## src/verilog/adccr_pkg.sv

```systemverilog
// Shared constants for the converter cycle and serial readout block
package adccr_pkg;

  // Idle levels of the synchronised pins {cs_n, cfg, source sel, conv pin, sck}
  localparam logic [4:0] SYNC_IDLE = 5'h10;

  // Main clock rate and derived figures
  localparam int unsigned REF_CLK_HZ = 125_000_000;
  localparam int unsigned POR_TIME_US = 500;
  localparam int unsigned POR_CYCLES = POR_TIME_US * (REF_CLK_HZ / 1_000_000);

  // Internal conversion oscillator, produced by a phase accumulator
  localparam int unsigned INT_OSC_HZ = 9_000_000;
  localparam logic [31:0] OSC_PHASE_STEP = 32'((64'(INT_OSC_HZ) << 32) / REF_CLK_HZ);

  // External conversion clock is deemed present while edges arrive within this time
  localparam int unsigned EXT_TIMEOUT_US = 20;
  localparam int unsigned EXT_TIMEOUT_CYCLES = EXT_TIMEOUT_US * (REF_CLK_HZ / 1_000_000);
  localparam int unsigned EXT_TMO_W = $clog2(EXT_TIMEOUT_CYCLES + 1);

  // Conversion length in conversion clock ticks: 40 * ratio + 170
  localparam logic [23:0] CONV_MULT = 24'h000028;
  localparam logic [23:0] CONV_OVERHEAD = 24'h0000aa;
  localparam int unsigned CONV_CNT_W = 24;

  // Speed settings: ten entries, ratio = 64 << index
  localparam int unsigned NUM_SPEEDS = 10;
  localparam logic [3:0] SPEED_FAST = 4'h2;
  localparam logic [3:0] SPEED_QUIET = 4'h9;
  localparam logic [23:0] OSR_BASE = 24'h000040;
  localparam int unsigned SEL_BITS = 4;

  // Internal shift clock: conversion clock / 10, so 5 ticks per half period
  localparam logic [2:0] ISCK_HALF_TICKS = 3'h5;

  // Output word layout
  localparam int unsigned WORD_BITS = 32;
  localparam int unsigned DONE_BIT = 31;
  localparam int unsigned FILLER_BIT = 30;
  localparam int unsigned SIGN_POS = 29;
  localparam int unsigned RESULT_BITS = 30;
  localparam logic [5:0] LAST_BIT_CNT = 6'h20;

  // Converter cycle states
  typedef enum logic [1:0] {
    ADCCR_POR = 2'b00,
    ADCCR_CONV = 2'b01,
    ADCCR_SLEEP = 2'b10,
    ADCCR_OUT = 2'b11
  } adccr_state_t;

endpackage : adccr_pkg

```

## src/verilog/adccr_ctrl.sv

```systemverilog
// Converter cycle control, speed selection and 32-bit serial result readout
//
// Notes on behaviour
// - Config input low selects fast setting
// - Config input high selects ultralow-noise setting
// - Level change applies after next data output
// - Serial selection word picks one of ten
// - Source select low: shift clock is input
// - Source select high: device drives shift clock
// - Select low enables output and wakes
// - Sleep after conversion while select high
// - Select rising during output aborts, reconverts
// - Select high keeps result output released
// - Status on output during conversion, sleep
// - Internal oscillator sets conversion time
// - External conversion clock sets conversion time
// - Busy high converting, low until restart
// - Fixed cycle: convert, sleep, output
// - Sleep holds result in shift register
// - Output starts with just-finished result
// - Output changes on falling shift clock
// - Output ends after 32 bits or deselect
// - Calibration inside every conversion, timing unchanged
// - Power-on clear about 0.5 ms
// - Word: done, filler, sign, result, sub-bits
// - Done flag high converting, low when done
// - Sign and MSB flag out of range
// - Output high after 32nd falling edge
`timescale 1ns/100ps
module adccr_ctrl
  import adccr_pkg::*;
#(
  parameter int unsigned POR_LEN = POR_CYCLES
)
(
  input wire logic i_ref_clk,
  input wire logic i_reset_n,
  input wire logic i_cs_n,
  input wire logic i_serial_cfg_in,
  input wire logic i_clock_source_sel,
  input wire logic i_conv_clock_pin,
  input wire logic i_sck,
  input wire logic [RESULT_BITS-1:0] i_conv_result,
  output logic o_sck,
  output logic o_sck_oe,
  output logic o_serial_result_out,
  output logic o_serial_result_oe,
  output logic o_busy,
  output logic o_calibrating,
  output logic [3:0] o_speed_sel
);

  // Two-flop synchronisers for all pin inputs; only stage two is read
  // Reset to the idle pin levels so that no false edge follows reset
  logic [4:0] sync1_q;
  logic [4:0] sync2_q;
  logic sck_d1_q;
  logic conv_pin_d1_q;
  logic cs_n_d1_q;

  always_ff @(posedge i_ref_clk or negedge i_reset_n)
  begin
    if (!i_reset_n)
    begin
      sync1_q <= SYNC_IDLE;
      sync2_q <= SYNC_IDLE;
    end
    else
    begin
      sync1_q <= {i_cs_n, i_serial_cfg_in, i_clock_source_sel, i_conv_clock_pin, i_sck};
      sync2_q <= sync1_q;
    end
  end

  wire cs_n_s = sync2_q[4];
  wire cfg_s = sync2_q[3];
  wire ext_sck_mode = sync2_q[2];
  wire conv_pin_s = sync2_q[1];
  wire sck_in_s = sync2_q[0];

  // Delayed copies for edge detection of the synchronised levels
  always_ff @(posedge i_ref_clk or negedge i_reset_n)
  begin
    if (!i_reset_n)
    begin
      sck_d1_q <= 1'b0;
      conv_pin_d1_q <= 1'b0;
      cs_n_d1_q <= 1'b1;
    end
    else
    begin
      sck_d1_q <= sck_in_s;
      conv_pin_d1_q <= conv_pin_s;
      cs_n_d1_q <= cs_n_s;
    end
  end

  // Edges of the synchronised select and conversion clock pin
  wire cs_rise = cs_n_s & ~cs_n_d1_q;
  wire conv_pin_rise = conv_pin_s & ~conv_pin_d1_q;

  // Cycle state, counters and the result shift register
  adccr_state_t state_q;
  logic [31:0] por_cnt_q;
  logic [31:0] osc_acc_q;
  logic osc_tick_q;
  logic [EXT_TMO_W-1:0] ext_tmo_q;
  logic [CONV_CNT_W-1:0] conv_cnt_q;
  logic [CONV_CNT_W-1:0] conv_len_q;
  logic [3:0] speed_q;
  logic [3:0] sel_word_q;
  logic [2:0] sel_cnt_q;
  logic [WORD_BITS-1:0] shreg_q;
  logic [5:0] bit_cnt_q;
  logic [2:0] isck_tick_q;
  logic isck_q;
  logic sdo_q;

  // Internal 9 MHz oscillator as a one-cycle enable from a phase accumulator
  always_ff @(posedge i_ref_clk or negedge i_reset_n)
  begin
    if (!i_reset_n)
    begin
      osc_acc_q <= 32'h0;
      osc_tick_q <= 1'b0;
    end
    else
    begin
      {osc_tick_q, osc_acc_q} <= {1'b0, osc_acc_q} + {1'b0, OSC_PHASE_STEP};
    end
  end

  // External clock is used while its edges keep arriving; a tied pin falls back
  always_ff @(posedge i_ref_clk or negedge i_reset_n)
  begin
    if (!i_reset_n)
      ext_tmo_q <= '0;
    else if (conv_pin_rise)
      ext_tmo_q <= EXT_TMO_W'(EXT_TIMEOUT_CYCLES);
    else if (ext_tmo_q != '0)
      ext_tmo_q <= ext_tmo_q - 1'b1;
  end

  // Conversion tick: external edges while they arrive, otherwise the oscillator
  wire ext_osc_present = (ext_tmo_q != '0);
  wire conv_tick = ext_osc_present ? conv_pin_rise : osc_tick_q;

  // Internal shift clock edges and external shift clock edges merge here
  wire isck_edge = (state_q == ADCCR_OUT) && ext_sck_mode && !cs_n_s && conv_tick
                   && (isck_tick_q == ISCK_HALF_TICKS - 3'h1);
  wire sck_rise = ext_sck_mode ? (isck_edge && !isck_q) : (sck_in_s && !sck_d1_q);
  wire sck_fall = ext_sck_mode ? (isck_edge && isck_q) : (!sck_in_s && sck_d1_q);
  wire out_done = (state_q == ADCCR_OUT) && sck_fall && (bit_cnt_q == LAST_BIT_CNT - 6'h1);
  wire out_abort = (state_q == ADCCR_OUT) && cs_rise;
  wire conv_done = (state_q == ADCCR_CONV) && conv_tick && (conv_cnt_q + 1'b1 >= conv_len_q);
  wire por_done = (state_q == ADCCR_POR) && (por_cnt_q >= POR_LEN - 1);

  // Ratio for a speed index, and the tick count of one conversion
  function automatic logic [CONV_CNT_W-1:0] adccr_conv_len(input logic [3:0] idx);
    logic [CONV_CNT_W-1:0] oversample_ratio;
    oversample_ratio = OSR_BASE << idx;
    return CONV_CNT_W'(oversample_ratio * CONV_MULT) + CONV_OVERHEAD;
  endfunction : adccr_conv_len

  // Power-on clear counter
  // It only counts in the clear state, so it never wraps in a long run
  always_ff @(posedge i_ref_clk or negedge i_reset_n)
  begin
    if (!i_reset_n)
      por_cnt_q <= 32'h0;
    else if (state_q == ADCCR_POR)
      por_cnt_q <= por_cnt_q + 32'h1;
  end

  // Cycle sequencer: convert, sleep, output, back to convert
  // A deselect during output and the last falling edge both restart conversion
  always_ff @(posedge i_ref_clk or negedge i_reset_n)
  begin
    if (!i_reset_n)
      state_q <= ADCCR_POR;
    else
    begin
      case (state_q)
        ADCCR_POR:
          if (por_done)
            state_q <= ADCCR_CONV;
        ADCCR_CONV:
          if (conv_done)
            state_q <= ADCCR_SLEEP;
        ADCCR_SLEEP:
          if (!cs_n_s)
            state_q <= ADCCR_OUT;
        ADCCR_OUT:
          if (out_abort || out_done)
            state_q <= ADCCR_CONV;
        default:
          state_q <= ADCCR_POR;
      endcase
    end
  end

  // Speed chosen at each conversion start: a fresh serial word of 1 to 10 wins over the level
  wire sel_valid = (sel_cnt_q == 3'(SEL_BITS)) && (sel_word_q != 4'h0)
                   && (sel_word_q <= 4'(NUM_SPEEDS));
  wire [3:0] next_speed = sel_valid ? (sel_word_q - 4'h1) : (cfg_s ? SPEED_QUIET : SPEED_FAST);
  wire conv_start = por_done || out_abort || out_done;

  always_ff @(posedge i_ref_clk or negedge i_reset_n)
  begin
    if (!i_reset_n)
    begin
      speed_q <= SPEED_FAST;
      conv_len_q <= '0;
      conv_cnt_q <= '0;
    end
    // Length worked out once per conversion keeps the end compare narrow
    else if (conv_start)
    begin
      speed_q <= next_speed;
      conv_len_q <= adccr_conv_len(next_speed);
      conv_cnt_q <= '0;
    end
    else if (state_q == ADCCR_CONV && conv_tick)
      conv_cnt_q <= conv_cnt_q + 1'b1;
  end

  // Selection word captured MSB first on rising shift clock during output
  // Limitation: only the first four rising edges of a frame count
  always_ff @(posedge i_ref_clk or negedge i_reset_n)
  begin
    if (!i_reset_n)
    begin
      sel_word_q <= 4'h0;
      sel_cnt_q <= 3'h0;
    end
    else if (state_q == ADCCR_SLEEP)
    begin
      sel_word_q <= 4'h0;
      sel_cnt_q <= 3'h0;
    end
    else if (state_q == ADCCR_OUT && sck_rise && sel_cnt_q < 3'(SEL_BITS))
    begin
      sel_word_q <= {sel_word_q[2:0], cfg_s};
      sel_cnt_q <= sel_cnt_q + 3'h1;
    end
  end

  // Internal shift clock generator, idle low, runs only while reading out
  // Stops whenever the frame is cut, so every frame starts with a rising edge
  always_ff @(posedge i_ref_clk or negedge i_reset_n)
  begin
    if (!i_reset_n)
    begin
      isck_q <= 1'b0;
      isck_tick_q <= 3'h0;
    end
    else if (state_q != ADCCR_OUT || cs_n_s || !ext_sck_mode)
    begin
      isck_q <= 1'b0;
      isck_tick_q <= 3'h0;
    end
    else if (conv_tick)
    begin
      if (isck_edge)
      begin
        isck_q <= ~isck_q;
        isck_tick_q <= 3'h0;
      end
      else
        isck_tick_q <= isck_tick_q + 3'h1;
    end
  end

  // Result word: loaded at conversion end, frozen in sleep, shifted on falling edges
  // Ones shift in behind the word, matching the level shown after the last bit
  always_ff @(posedge i_ref_clk or negedge i_reset_n)
  begin
    if (!i_reset_n)
    begin
      shreg_q <= '0;
      bit_cnt_q <= 6'h0;
    end
    else if (conv_done)
    begin
      shreg_q <= {1'b0, 1'b0, i_conv_result};
      bit_cnt_q <= 6'h0;
    end
    else if (state_q == ADCCR_OUT && sck_fall)
    begin
      shreg_q <= {shreg_q[WORD_BITS-2:0], 1'b1};
      bit_cnt_q <= bit_cnt_q + 6'h1;
    end
  end

  // Output bit: status in convert and sleep, word bits in output
  // Conversion start has priority so the high level after the last bit is never lost
  always_ff @(posedge i_ref_clk or negedge i_reset_n)
  begin
    if (!i_reset_n)
      sdo_q <= 1'b1;
    else if (conv_start)
      sdo_q <= 1'b1;
    else if (conv_done)
      sdo_q <= 1'b0;
    else if (state_q == ADCCR_OUT && sck_fall)
      sdo_q <= shreg_q[WORD_BITS-2];
    else if (state_q == ADCCR_SLEEP)
      sdo_q <= shreg_q[DONE_BIT];
  end

  // Pin drivers; result line released while deselected to share the bus
  // Enables follow the synchronised pins, a few cycles behind them
  assign o_serial_result_out = sdo_q;
  assign o_serial_result_oe = !cs_n_s;
  assign o_sck = isck_q;
  assign o_sck_oe = ext_sck_mode;
  assign o_busy = (state_q == ADCCR_CONV) || (state_q == ADCCR_POR);
  // Calibration uses the fixed overhead ticks at the end of each conversion
  assign o_calibrating = (state_q == ADCCR_CONV) && (conv_cnt_q + CONV_OVERHEAD >= conv_len_q);
  assign o_speed_sel = speed_q;
endmodule : adccr_ctrl

```

## config.mk

```make
export PLATFORM = sky130hd
export DESIGN_NAME = adccr_ctrl
export DESIGN_NICKNAME = d
export VERILOG_FILES = /design/src/verilog/adccr_pkg.sv /design/src/verilog/adccr_ctrl.sv
export SDC_FILE = /design/constraint.sdc
export NUM_CORES = 1
export LEC_CHECK = 0
export ABC_AREA = 1
export BUFFER_PORTS_ARGS = -buffer_cell sky130_fd_sc_hd__buf_2
export CAP_MARGIN = 25
export CELL_PAD_IN_SITES_DETAIL_PLACEMENT = 0
export CELL_PAD_IN_SITES_GLOBAL_PLACEMENT = 2
export CORE_MARGIN = 5
export CORE_UTILIZATION = 25
export DETAILED_ROUTE_END_ITERATION = 8
export PLACE_DENSITY_LB_ADDON = 0.05
export SLEW_MARGIN = 20
export SYNTH_ARGS = -nofsm -noshare
export SYNTH_HDL_FRONTEND = slang
export SYNTH_SLANG_ARGS = --single-unit
```

## constraint.sdc

```tcl
create_clock -name i_ref_clk -period 3.4 [get_ports i_ref_clk]
set_input_delay 0.85 -clock i_ref_clk [delete_from_list [all_inputs] [get_ports i_ref_clk]]
set_output_delay 0.85 -clock i_ref_clk [all_outputs]
set_load 0.02 [all_outputs]
```

==> summary.md, run 1 <==
| Metric | Value |
|---|---|
| Run status | complete, but fails checks |
| Failing checks | setup timing |
| Overall power of the completed layout | 4.64 mW |
| CP arrival | 3300 ps |
| All-Layer GR Usage | 0.134 |
| Routed Wire Length | 32600 µm |
| Violation count after the first detailed-routing iteration | 298 |
| Clk_lat worst skew | 490 ps |
| Vias in the first global route | 9711 |
| Instance count on the critical path | 19 |
| End point of the most critical hold path | sync2_q[1] |
| Worst VDD drop | 0.239 mV |
| Final Worst Setup Slack | -753 ps |
| Global-route wire length before repair | 52500 µm |
| Worst path required time | 2550 ps |
| Power share of the clock group | 0.438 |
| Type of the worst setup path | register to primary output |
| Launch instance of the worst register-to-register path | conv_cnt_q[1] |
| Max Fanout on Critical Path | 4 |
| Average footprint of a synthesized cell | 8.13 µm² |
| Power density relative to cell area | 302 nW/µm² |
| Total net switching power | 1.20 mW |
| Avg WL per Cell | 14.6 µm |
| Fillcell total | 4788 |
| Source of the worst hold timing path | sync1_q[1] |
| Maximum capacitance violations | 0 |
| Max transition margin | 0.577 |
| Final weighted congestion in routability-driven placement | 0.768 |
| Cells along the critical path | buf_4 > buf_4 > nand2_1 > nand2_1 > nand3_1 > nand2_1 > nand3_1 > nor2_1 > buf_4 > nand2_1 > xor2_1 > ha_1 > nand4_1 > nor3_2 > nand3_1 > nand4_1 > nand2_1 > inv_1 > buf_4 |
| Top flip-flop cell by instance count after synthesis | sky130_fd_sc_hd__dfrtp_1 |
| Instance count along the most critical hold path | 0 |
| Power share of the combinational group | 0.067 |
| Leakage power | 7.38 nW |
| Buffers & Inverters on Critical Path | 5 |
| Final setup violation count | 41 |
| Total number of placement rows | 78 |
| Unrepaired setup endpoints after global routing | true |
| Total area of multi-input combinational cells | 6790 µm² |
| Post-synth EDFFs | 0 |
| Count of unresolved DRC violations after routing | 0 |
| Worst reg2reg path depth | 30 |
| Proportion of netlist area held by the largest area contributor | 0.399 |
| Highest-delay cell along the critical path | sky130_fd_sc_hd__dfrtp_1 |
| Die height | 223 µm |
| Routed vias | 9505 |
| Largest buffer count on any clock path | 2 |
| FF-to-FF setup slack | -440 ps |
| Count of unique library cells instantiated by Yosys | 53 |
| Crit-path leading delay family | simple AND/OR/NAND/NOR gates |
| Most prevalent standard cell on the critical path | sky130_fd_sc_hd__nand2_1 |
| Floorplan die area | 49800 µm² |
| Clock tree sinks | 186 |
| Via/cell ratio | 4.26 |
| Area growth from synthesis to final layout | 35.2% |
| TritonCTS clock tree | built |
| Cell Area, Synth | 11400 µm² |
| Library cell used as clock root buffer | sky130_fd_sc_hd__clkbuf_16 |
| Worst setup SP type | register |
| Pins Over Slew Limit | 0 |
| Total internal power | 3.44 mW |
| Critical R2R Capture | conv_cnt_q[23] |
| Area of the core | 45200 µm² |
| Post-route fraction of the period consumed by the critical path | 1.22 |
| Slowest cell delay on critical path | 360 ps |
| DR pass1 iterations | 6 |
| Cts bufs inserted | 17 |
| Count of buffers from port buffering | 46 |
| X dimension of the die | 223 µm |
| Clock-pin transition on the worst setup and hold timing paths | 70 ps |
| FF+latch count, synth | 186 |
| Largest cells by area after synthesis | sky130_fd_sc_hd__dfrtp_1 (40%), sky130_fd_sc_hd__nand2_1 (11%), sky130_fd_sc_hd__ha_1 (8.4%), sky130_fd_sc_hd__xor2_1 (6.1%), sky130_fd_sc_hd__inv_1 (6.0%) |
| Critical path startpoint | conv_cnt_q[1] |
| Syn. warnings | 0 |
| Largest area contributor in the synthesized netlist | sky130_fd_sc_hd__dfrtp_1 |
| Count of endpoints failing hold in the final timing report | 0 |
| Antenna violations before repair | 2 |
| Post-detailed-placement half-perimeter wirelength | 23200 µm |
| Final net count | 1732 |
| Register share of total power | 0.495 |
| Number of I/O pins | 47 |
| Synthesized instance count | 1396 |
| Fraction of final layout cells with drive strength greater than 1 | 0.301 |
| Pin count of the biggest net entering global routing | 62 |
| FF+latch area | 4660 µm² |
| Synth async-reset ratio | 1.00 |
| Critical path capture point type | primary output |
| Type of the worst min-delay path | register to register |
| Share of synthesized area occupied by flip-flops and latches | 0.411 |
| Routed Antenna Nets | 0 |
| Worst-case setup slack after placement | -422 ps |
| Switching share of total power | 0.259 |
| Fin crit period | 4150 ps |
| Clock Skews | 14.2 ps |
| H-tree levels | 4 |
| Initial cell density of the core | 0.251 |
| Final global-route overflow total | 0 |
| Fmax | 241 MHz |
| Worst-margin pin slew | 630 ps |
worst max path at each step:
stage	to	slack, ps
detailed placement	o_calibrating	-420
global placement	o_calibrating	-370
floorplan	o_calibrating	-10
global route	o_calibrating	-1220
CTS	o_calibrating	-880
finish	o_calibrating	-750
routing by layer:
metal	vias up	wire (µm)	GRT usage
li1	4933	-	-
met1	4472	15600	0.179
met2	76	15500	0.216
met3	24	1030	0.0299
met4	0	468	0.0421
met5	-	0	0
state kept, by name, summed over array words and instances (netlist names), 4 cells and up:
| name | count |
|---|---|
| bit_cnt_q | 6 |
| conv_cnt_q | 24 |
| conv_len_q | 16 |
| ext_tmo_q | 12 |
| o_speed_sel | 4 |
| osc_acc_q | 32 |
| por_cnt_q | 32 |
| sel_word_q | 4 |
| shreg_q | 32 |
| sync1_q | 5 |
| sync2_q | 5 |
placed cells by master (no fill, tap or decap), drive strengths merged:
master / synthesis / layout
nand2: 355 / 355
buf: 20 / 218
inv: 191 / 195
dfrtp: 181 / 181
nand3: 122 / 122
nor2: 113 / 114
o21ai: 84 / 84
xor2: 79 / 79
ha: 76 / 76
a21oi: 48 / 48
nor3: 31 / 31
xnor2: 25 / 25
clkbuf: 1 / 23
nand4: 18 / 18
nor4: 12 / 12
dfstp: 5 / 5
a21o: 4 / 4
nand3b: 4 / 4
clkinv: 0 / 4
a211oi: 3 / 3
conb: 1 / 3
a31oi: 3 / 3
nor3b: 2 / 2
o31ai: 2 / 2
and3: 2 / 2
a21boi: 2 / 2
o21a: 2 / 2
or2: 2 / 2
clkinvlp: 0 / 2
o2111ai: 2 / 2
diode: 0 / 1
o211ai: 1 / 1
o21bai: 1 / 1
a31o: 1 / 1
o22a: 1 / 1
or3: 1 / 1
fa: 1 / 1
bufinv: 0 / 1
power by group through the flow:
stage | Sequential, mW | Clock, mW | Combinational (mW)
3_3_place_gp | 2.34 | 0 | 0.271
4_1_cts | 2.29 | 2.16 | 0.281
5_1_grt | 2.30 | 2.22 | 0.359
2_1_floorplan | 2.33 | 0 | 0.134
6_report | 2.29 | 2.03 | 0.309
3_5_place_dp | 2.34 | 0 | 0.271
cells in the mapped netlist (3+ instances only):
library cell,number
sky130_fd_sc_hd__ha_1,76
sky130_fd_sc_hd__nand3_2,3
sky130_fd_sc_hd__a31oi_1,3
sky130_fd_sc_hd__xnor2_1,25
sky130_fd_sc_hd__nor3_1,28
sky130_fd_sc_hd__nand3_1,118
sky130_fd_sc_hd__dfstp_2,5
sky130_fd_sc_hd__dfrtp_1,181
sky130_fd_sc_hd__nor2_1,100
sky130_fd_sc_hd__a21o_1,4
sky130_fd_sc_hd__a21oi_1,47
sky130_fd_sc_hd__a211oi_1,3
sky130_fd_sc_hd__xor2_1,79
sky130_fd_sc_hd__nor2_4,7
sky130_fd_sc_hd__nor4_1,12
sky130_fd_sc_hd__nand3b_1,4
sky130_fd_sc_hd__nor2_2,5
sky130_fd_sc_hd__buf_4,3
sky130_fd_sc_hd__nand4_1,17
sky130_fd_sc_hd__o21ai_1,16
sky130_fd_sc_hd__o21ai_0,53
sky130_fd_sc_hd__inv_1,180
sky130_fd_sc_hd__o21ai_2,15
sky130_fd_sc_hd__nand2_2,10
sky130_fd_sc_hd__buf_6,11
sky130_fd_sc_hd__buf_2,4
sky130_fd_sc_hd__nand2_1,337
sky130_fd_sc_hd__nand2_4,8
sky130_fd_sc_hd__inv_2,9
what timing repair did:
item	in CTS	in global routing
cloned	5	1
hold buffers	0	0
setup buffers	30	17
gates resized for setup	93	174
pin swaps	17	64
setup endpoints to repair	41	51
kinds of logic after synthesis:
| logic type | synth area share |
|---|---|
| buffers and inverters | 0.0795 |
| adders and majority gates | 0.0855 |
| other | 0.000330 |
| xor gates and xnor gates | 0.0802 |
| AOI/OAI and AO/OA | 0.0788 |
| and+or+nand+nor | 0.265 |
| DFF | 0.411 |
metrics by stage:
step                hold slack [ps]  cells  setup TNS [ps]  instance area [µm²]   util
floorplan                       331   1398           -14.7                11400      -
global route                    361   2230          -22440                15300  0.340
global placement                339   2151           -9320                13200  0.292
finish                          353   2231           -7910                15300  0.340
detailed placement              343   2151           -8880                13200  0.292
CTS                             346   2217          -12060                14500  0.321
area by class of cell:
| class | count | area share |
|---|---|---|
| multi-input cells | 1001 | 0.442 |
| flip-flops and latches | 186 | 0.304 |
| repair buffers | 220 | 0.118 |
| well taps | 600 | 0.0489 |
| inverters | 191 | 0.0483 |
| clock buffers | 21 | 0.0300 |
| clock inverters | 10 | 0.00717 |
| repair inverters | 1 | 0.000734 |
| diodes | 1 | 0.000163 |
Note: power is estimated with default switching activity, not from simulation.
==> inputs of run 2 (changes only) <==
--- a/config.mk
+++ b/config.mk
@@ -11,7 +11,7 @@
 export CELL_PAD_IN_SITES_DETAIL_PLACEMENT = 0
 export CELL_PAD_IN_SITES_GLOBAL_PLACEMENT = 2
 export CORE_MARGIN = 5
-export CORE_UTILIZATION = 25
+export CORE_UTILIZATION = 34
 export DETAILED_ROUTE_END_ITERATION = 8
 export PLACE_DENSITY_LB_ADDON = 0.05
 export SLEW_MARGIN = 20
==> run 2 against run 1 <==
The run still ends with setup timing left. Critical path depth stayed put. Clock-buffer cell count is 1 lower. Combinational power is 8.1% lower. Non-clock buffer count is 49 lower. Register-to-register slack better by 380 ps.
==> summary.md, run 2 (synthesized netlist as in run 1, its figures left out) <==
| Metric | Value |
|---|---|
| Leakage power | 6.92 nW |
| Max transition margin | 0.606 |
| Overall power of the completed layout | 4.71 mW |
| Clock-pin transition on the worst setup and hold timing paths | 70 ps |
| Number of I/O pins | 47 |
| Avg WL per Cell | 13.9 µm |
| Failing checks | setup timing |
| CP arrival | 3290 ps |
| Vias in the first global route | 9481 |
| Pin count of the biggest net entering global routing | 67 |
| Routed vias | 9260 |
| Final weighted congestion in routability-driven placement | 0.800 |
| Biggest registers after layout | osc_acc_q x32, por_cnt_q x32, shreg_q x32 |
| All-Layer GR Usage | 0.158 |
| Fraction of final layout cells with drive strength greater than 1 | 0.239 |
| Highest-delay cell along the critical path | sky130_fd_sc_hd__dfrtp_1 |
| Antenna violations before repair | 1 |
| Power share of the clock group | 0.453 |
| Worst VDD drop | 0.351 mV |
| Final global-route overflow total | 0 |
| Largest buffer count on any clock path | 2 |
| Worst-case setup slack after placement | -271 ps |
| Total number of placement rows | 67 |
| Total net switching power | 1.14 mW |
| Floorplan die area | 37100 µm² |
| Area of the core | 33300 µm² |
| Routed Wire Length | 28300 µm |
| Clock tree sinks | 186 |
| Cells along the critical path | ha_2 > nor2_1 > nor2_1 > nor2_1 > nor2_1 > nor2_1 > inv_1 > nand2_2 > nor3_4 > nand2_1 > xor2_1 > ha_1 > nand4_1 > nor3_2 > nand3_1 > nand4_1 > nand2_1 > inv_1 > buf_4 |
| Max Fanout on Critical Path | 4 |
| Number of placed instances, taps included | 1970 |
| Final Non-Filler Cells | 2032 |
| Final net count | 1686 |
| Worst path required time | 2550 ps |
| Power share of the combinational group | 0.060 |
| Commonest cells after routing, fill and taps aside | sky130_fd_sc_hd__nand2_1 (315), sky130_fd_sc_hd__dfrtp_1 (180), sky130_fd_sc_hd__inv_1 (167), sky130_fd_sc_hd__nand3_1 (112), sky130_fd_sc_hd__buf_4 (110) |
| Register share of total power | 0.486 |
| Critical path capture point type | primary output |
| Violation count after the first detailed-routing iteration | 432 |
| Final Worst Setup Slack | -738 ps |
| H-tree levels | 4 |
| Clk_lat worst skew | 440 ps |
| Most prevalent standard cell on the critical path | sky130_fd_sc_hd__nor2_1 |
| Hold buffer count at cts | 0 |
| Type of the worst min-delay path | register to register |
| Total area of multi-input combinational cells | 6350 µm² |
| Count of endpoints failing hold in the final timing report | 0 |
| Count of unresolved DRC violations after routing | 0 |
| Switching share of total power | 0.242 |
| Post-detailed-placement half-perimeter wirelength | 20700 µm |
| Count of buffers from port buffering | 46 |
| Post-route fraction of the period consumed by the critical path | 1.22 |
| Type of the worst setup path | register to primary output |
| Pins Over Slew Limit | 0 |
| Unrepaired setup endpoints after global routing | true |
| Fmax | 242 MHz |
| Routed Antenna Nets | 0 |
| Power density relative to cell area | 331 nW/µm² |
| Maximum capacitance violations | 0 |
| FF+latch area | 4660 µm² |
| Total internal power | 3.57 mW |
| TritonCTS clock tree | built |
| DR pass1 iterations | 4 |
| Initial cell density of the core | 0.341 |
| Run status | complete, but fails checks |
| Most common library cell in the layout ignoring fill and taps | sky130_fd_sc_hd__nand2_1 |
| Die height | 193 µm |
| Worst setup SP type | register |
| Library cell used as clock root buffer | sky130_fd_sc_hd__clkbuf_16 |
| Ant diodes | 0 |
| Slowest cell delay on critical path | 360 ps |
| Final setup violation count | 9 |
| Via/cell ratio | 4.56 |
| Fillcell total | 3500 |
| Clock Skews | 12.9 ps |
| Fin crit period | 4140 ps |
| Worst-margin pin slew | 590 ps |
| Cts bufs inserted | 17 |
| X dimension of the die | 193 µm |
| Area growth from synthesis to final layout | 25.5% |
| Global-route wire length before repair | 47500 µm |
## run 2: final timing paths
path                               start  slack, ps             to  depth (start not counted)
max in group asynchronous      i_reset_n       2130  conv_cnt_q[0]                          2
setup / recovery           conv_cnt_q[1]       -740  o_calibrating                         19
setup reg to reg           conv_cnt_q[1]        -60   bit_cnt_q[0]                         26
hold / removal                sync1_q[2]        350     sync2_q[2]                          0
min in group asynchronous      i_reset_n        400  ext_tmo_q[11]                          1
hold reg to reg               sync1_q[2]        350     sync2_q[2]                          0
## run 2: what timing repair did
| action | in CTS | in global routing |
|---|---|---|
| pin swaps | 19 | 43 |
| gates cloned | 1 | 4 |
| endpoints found under the setup margin | 39 | 49 |
| resized for setup | 35 | 112 |
| setup buffers | 11 | 17 |
## run 2: cell type report
| class | count | area share |
|---|---|---|
| clock buffers | 20 | 0.0321 |
| clock inverters | 11 | 0.0113 |
| inverters | 191 | 0.0517 |
| multi-input cells | 1001 | 0.446 |
| flip-flops and latches | 186 | 0.327 |
| well taps | 448 | 0.0393 |
| repair buffers | 171 | 0.0889 |
| repair inverters | 4 | 0.00351 |
## run 2: through the flow
| step | cell area, µm² | TNS (ps) | util | hold slack (ps) |
|---|---|---|---|---|
| detailed placement | 12800 | -7160 | 0.383 | 335 |
| finish | 14200 | -849 | 0.428 | 351 |
| floorplan | 11400 | -14.7 | - | 331 |
| global placement | 12800 | -6470 | 0.383 | 334 |
| CTS | 13600 | -2320 | 0.409 | 353 |
| global route | 14200 | -11200 | 0.428 | 368 |
## run 2: power groups by stage
stage	registers [mW]	clock network, mW	logic [mW]
2_1_floorplan	2.33	0	0.134
3_3_place_gp	2.33	0	0.257
3_5_place_dp	2.33	0	0.259
4_1_cts	2.29	2.24	0.261
5_1_grt	2.30	2.31	0.329
6_report	2.29	2.14	0.284
## run 2: critical path, delay by kind of cell, from the launching register on
kind	cells	cell delay (ps)
and+or+nand+nor	13	1560
adders and majority gates	2	500
DFF	1	360
buffers and inverters	3	280
xor gates and xnor gates	1	160
## run 2: routing by layer
metal	up-vias	global-route usage	wire length [µm]
met5	-	0	13
met4	2	0.0326	296
met3	19	0.0297	623
met2	65	0.257	13300
met1	4320	0.220	14100
li1	4854	-	-
==> inputs of run 3 (changes only) <==
--- a/config.mk
+++ b/config.mk
@@ -14,6 +14,7 @@
 export CORE_UTILIZATION = 34
 export DETAILED_ROUTE_END_ITERATION = 8
 export PLACE_DENSITY_LB_ADDON = 0.05
+export SETUP_SLACK_MARGIN = 0.3
 export SLEW_MARGIN = 20
 export SYNTH_ARGS = -nofsm -noshare
 export SYNTH_HDL_FRONTEND = slang
==> run 3 against run 2 <==
The run still ends with setup timing left. Clock power fell by 9%. Highest routed layer is now met4. Clock skew is 2.7 ps higher. Routed wire length is 4.4% higher. Total power shrank 3.5%. Maximum frequency down 2.0%. Global-route usage rose by 0.85 points. Core utilization grew 2.4 points. Design area grew 5.6%. Clock-buffer cell count up 1. Die area is the same. Sequential share of layout area fell by 1.7 points.
==> summary.md, run 3 (synthesized netlist as in run 1, its figures left out) <==
| Metric | Value |
|---|---|
| Unrepaired setup endpoints after global routing | true |
| Largest buffer count on any clock path | 2 |
| Worst-margin pin slew | 680 ps |
| Global-route wire length before repair | 49300 µm |
| Clk_lat worst skew | 450 ps |
| Final global-route overflow total | 0 |
| Count of buffers from port buffering | 46 |
| Leakage power | 7.23 nW |
| Ant diodes | 0 |
| Post-detailed-placement half-perimeter wirelength | 20600 µm |
| Most common library cell in the layout ignoring fill and taps | sky130_fd_sc_hd__nand2_1 |
| Area growth from synthesis to final layout | 32.5% |
| Final Worst Setup Slack | -824 ps |
| Fraction of final layout cells with drive strength greater than 1 | 0.293 |
| Pin count of the biggest net entering global routing | 74 |
| Die height | 193 µm |
| TritonCTS clock tree | built |
| Number of I/O pins | 47 |
| Type of the worst min-delay path | register to register |
| Vias in the first global route | 9654 |
| Fin crit period | 4220 ps |
| Worst path required time | 2550 ps |
| Clock Skews | 15.7 ps |
| Avg WL per Cell | 14.3 µm |
| Antenna violations before repair | 0 |
| Initial cell density of the core | 0.341 |
| Count of endpoints failing hold in the final timing report | 0 |
| Fillcell total | 3344 |
| Hold buffer count at cts | 0 |
| Routed Antenna Nets | 0 |
| Critical path capture point type | primary output |
| All-Layer GR Usage | 0.166 |
| Routed Wire Length | 29500 µm |
| Final net count | 1719 |
| Final setup violation count | 40 |
| Worst VDD drop | 0.364 mV |
| Clock tree sinks | 186 |
| Pins Over Slew Limit | 0 |
| Biggest registers after layout | osc_acc_q x32, por_cnt_q x32, shreg_q x32 |
| Library cell used as clock root buffer | sky130_fd_sc_hd__clkbuf_16 |
| Most prevalent standard cell on the critical path | sky130_fd_sc_hd__nor2_1 |
| H-tree levels | 4 |
| Maximum capacitance violations | 0 |
| Finished Core Util | 0.452 |
| Max Fanout on Critical Path | 4 |
| Routed vias | 9426 |
| Max transition margin | 0.547 |
| Post-route fraction of the period consumed by the critical path | 1.24 |
| Final weighted congestion in routability-driven placement | 0.768 |
| CP arrival | 3370 ps |
| Via/cell ratio | 4.57 |
| Fmax | 237 MHz |
| Power density relative to cell area | 302 nW/µm² |
| Worst setup SP type | register |
| Clock-pin transition on the worst setup and hold timing paths | 80 ps |
| X dimension of the die | 193 µm |
| Area of the core | 33300 µm² |
| Overall power of the completed layout | 4.55 mW |
| Cells along the critical path | ha_2 > nor2_1 > nor2_2 > nor2_1 > nor2_1 > nor2_1 > inv_1 > nand2_2 > nor3_4 > nand2_2 > xor2_1 > ha_1 > nand4_1 > nor3_2 > nand3_1 > nand4_1 > nand2_1 > inv_2 > buf_6 |
| Count of unresolved DRC violations after routing | 0 |
| Type of the worst setup path | register to primary output |
| Slowest cell delay on critical path | 360 ps |
| Violation count after the first detailed-routing iteration | 326 |
| Commonest cells after routing, fill and taps aside | sky130_fd_sc_hd__nand2_1 (280), sky130_fd_sc_hd__dfrtp_1 (181), sky130_fd_sc_hd__inv_1 (162), sky130_fd_sc_hd__buf_4 (108), sky130_fd_sc_hd__nand3_1 (99) |
| Cts bufs inserted | 17 |
| Highest-delay cell along the critical path | sky130_fd_sc_hd__dfrtp_1 |
| Total number of placement rows | 67 |
| Run status | complete, but fails checks |
| DR pass1 iterations | 4 |
| Failing checks | setup timing |
| Floorplan die area | 37100 µm² |
-- run 3: cell types whose count changed in the layout (fill, tap and decap cells not counted), moves of 12 or more --
cell,before,now
sky130_fd_sc_hd__buf_6,13,41
sky130_fd_sc_hd__nand2_1,315,280
sky130_fd_sc_hd__nand2_2,27,45
sky130_fd_sc_hd__nand2_4,12,30
sky130_fd_sc_hd__nand3_1,112,99
sky130_fd_sc_hd__nand3_2,8,20
-- run 3: area by class of cell --
| class | instances | area (µm²) | area share |
|---|---|---|---|
| Inverter | 191 | 732 | 0.0487 |
| Clock inverter | 9 | 85.1 | 0.00566 |
| Sequential cell | 186 | 4660 | 0.310 |
| Clock buffer | 21 | 470 | 0.0313 |
| Multi-Input combinational cell | 1001 | 6720 | 0.446 |
| Timing Repair Buffer | 208 | 1820 | 0.121 |
| Tap cell | 448 | 561 | 0.0373 |
-- run 3: path summary, 6_finish.rpt --
path	startpoint	end	slack, ps	depth (start not counted)
worst max-delay path	conv_cnt_q[2]	o_calibrating	-820	19
worst min-delay path	sync1_q[1]	sync2_q[1]	350	0
worst max register to register	conv_cnt_q[2]	o_serial_result_out	-270	32
worst min register to register	sync1_q[1]	sync2_q[1]	350	0
max in group asynchronous	i_reset_n	sync1_q[4]	2150	2
min in group asynchronous	i_reset_n	ext_tmo_q[10]	440	1
-- run 3: where the power goes --
group	total (mW)	switching, mW	internal [mW]
clock network	1.95	0.941	1.00
logic	0.311	0.181	0.130
registers	2.29	0.0360	2.26
total	4.55	1.16	3.39
-- run 3: timing repair --
item / CTS / global route
gates resized for setup: 174 / 93
setup endpoints to repair: 51 / 52
gates cloned: 7 / 0
buffers inserted: 38 / 18
pin swaps: 53 / 76
-- run 3: stage by stage --
stage	hold slack [ps]	setup TNS (ps)	std cells	worst slack, ps	cell area, µm²
after floorplan	331	-14.7	1398	-14.7	11400
after global routing	354	-18430	2064	-1190	15000
after CTS	353	-11480	2046	-876	14600
after global placement	333	-5820	1971	-302	12800
after detailed placement	336	-6730	1971	-364	12800
final	349	-8420	2064	-824	15000
-- run 3: per-layer routing --
metal	global-route usage	vias to the layer above	share of wire
met5	0	-	0
met4	0.0411	0	0.0095
met3	0.0291	16	0.023
met2	0.283	69	0.49
met1	0.220	4428	0.48
li1	-	4913	-
-- run 3: critical path: cells and delay by family, from the launching register on --
kind	cells	cell delay (ps)
xor+xnor	1	160
fa+ha+maj	2	500
buf+inv	3	260
flops	1	360
simple gates	13	1650
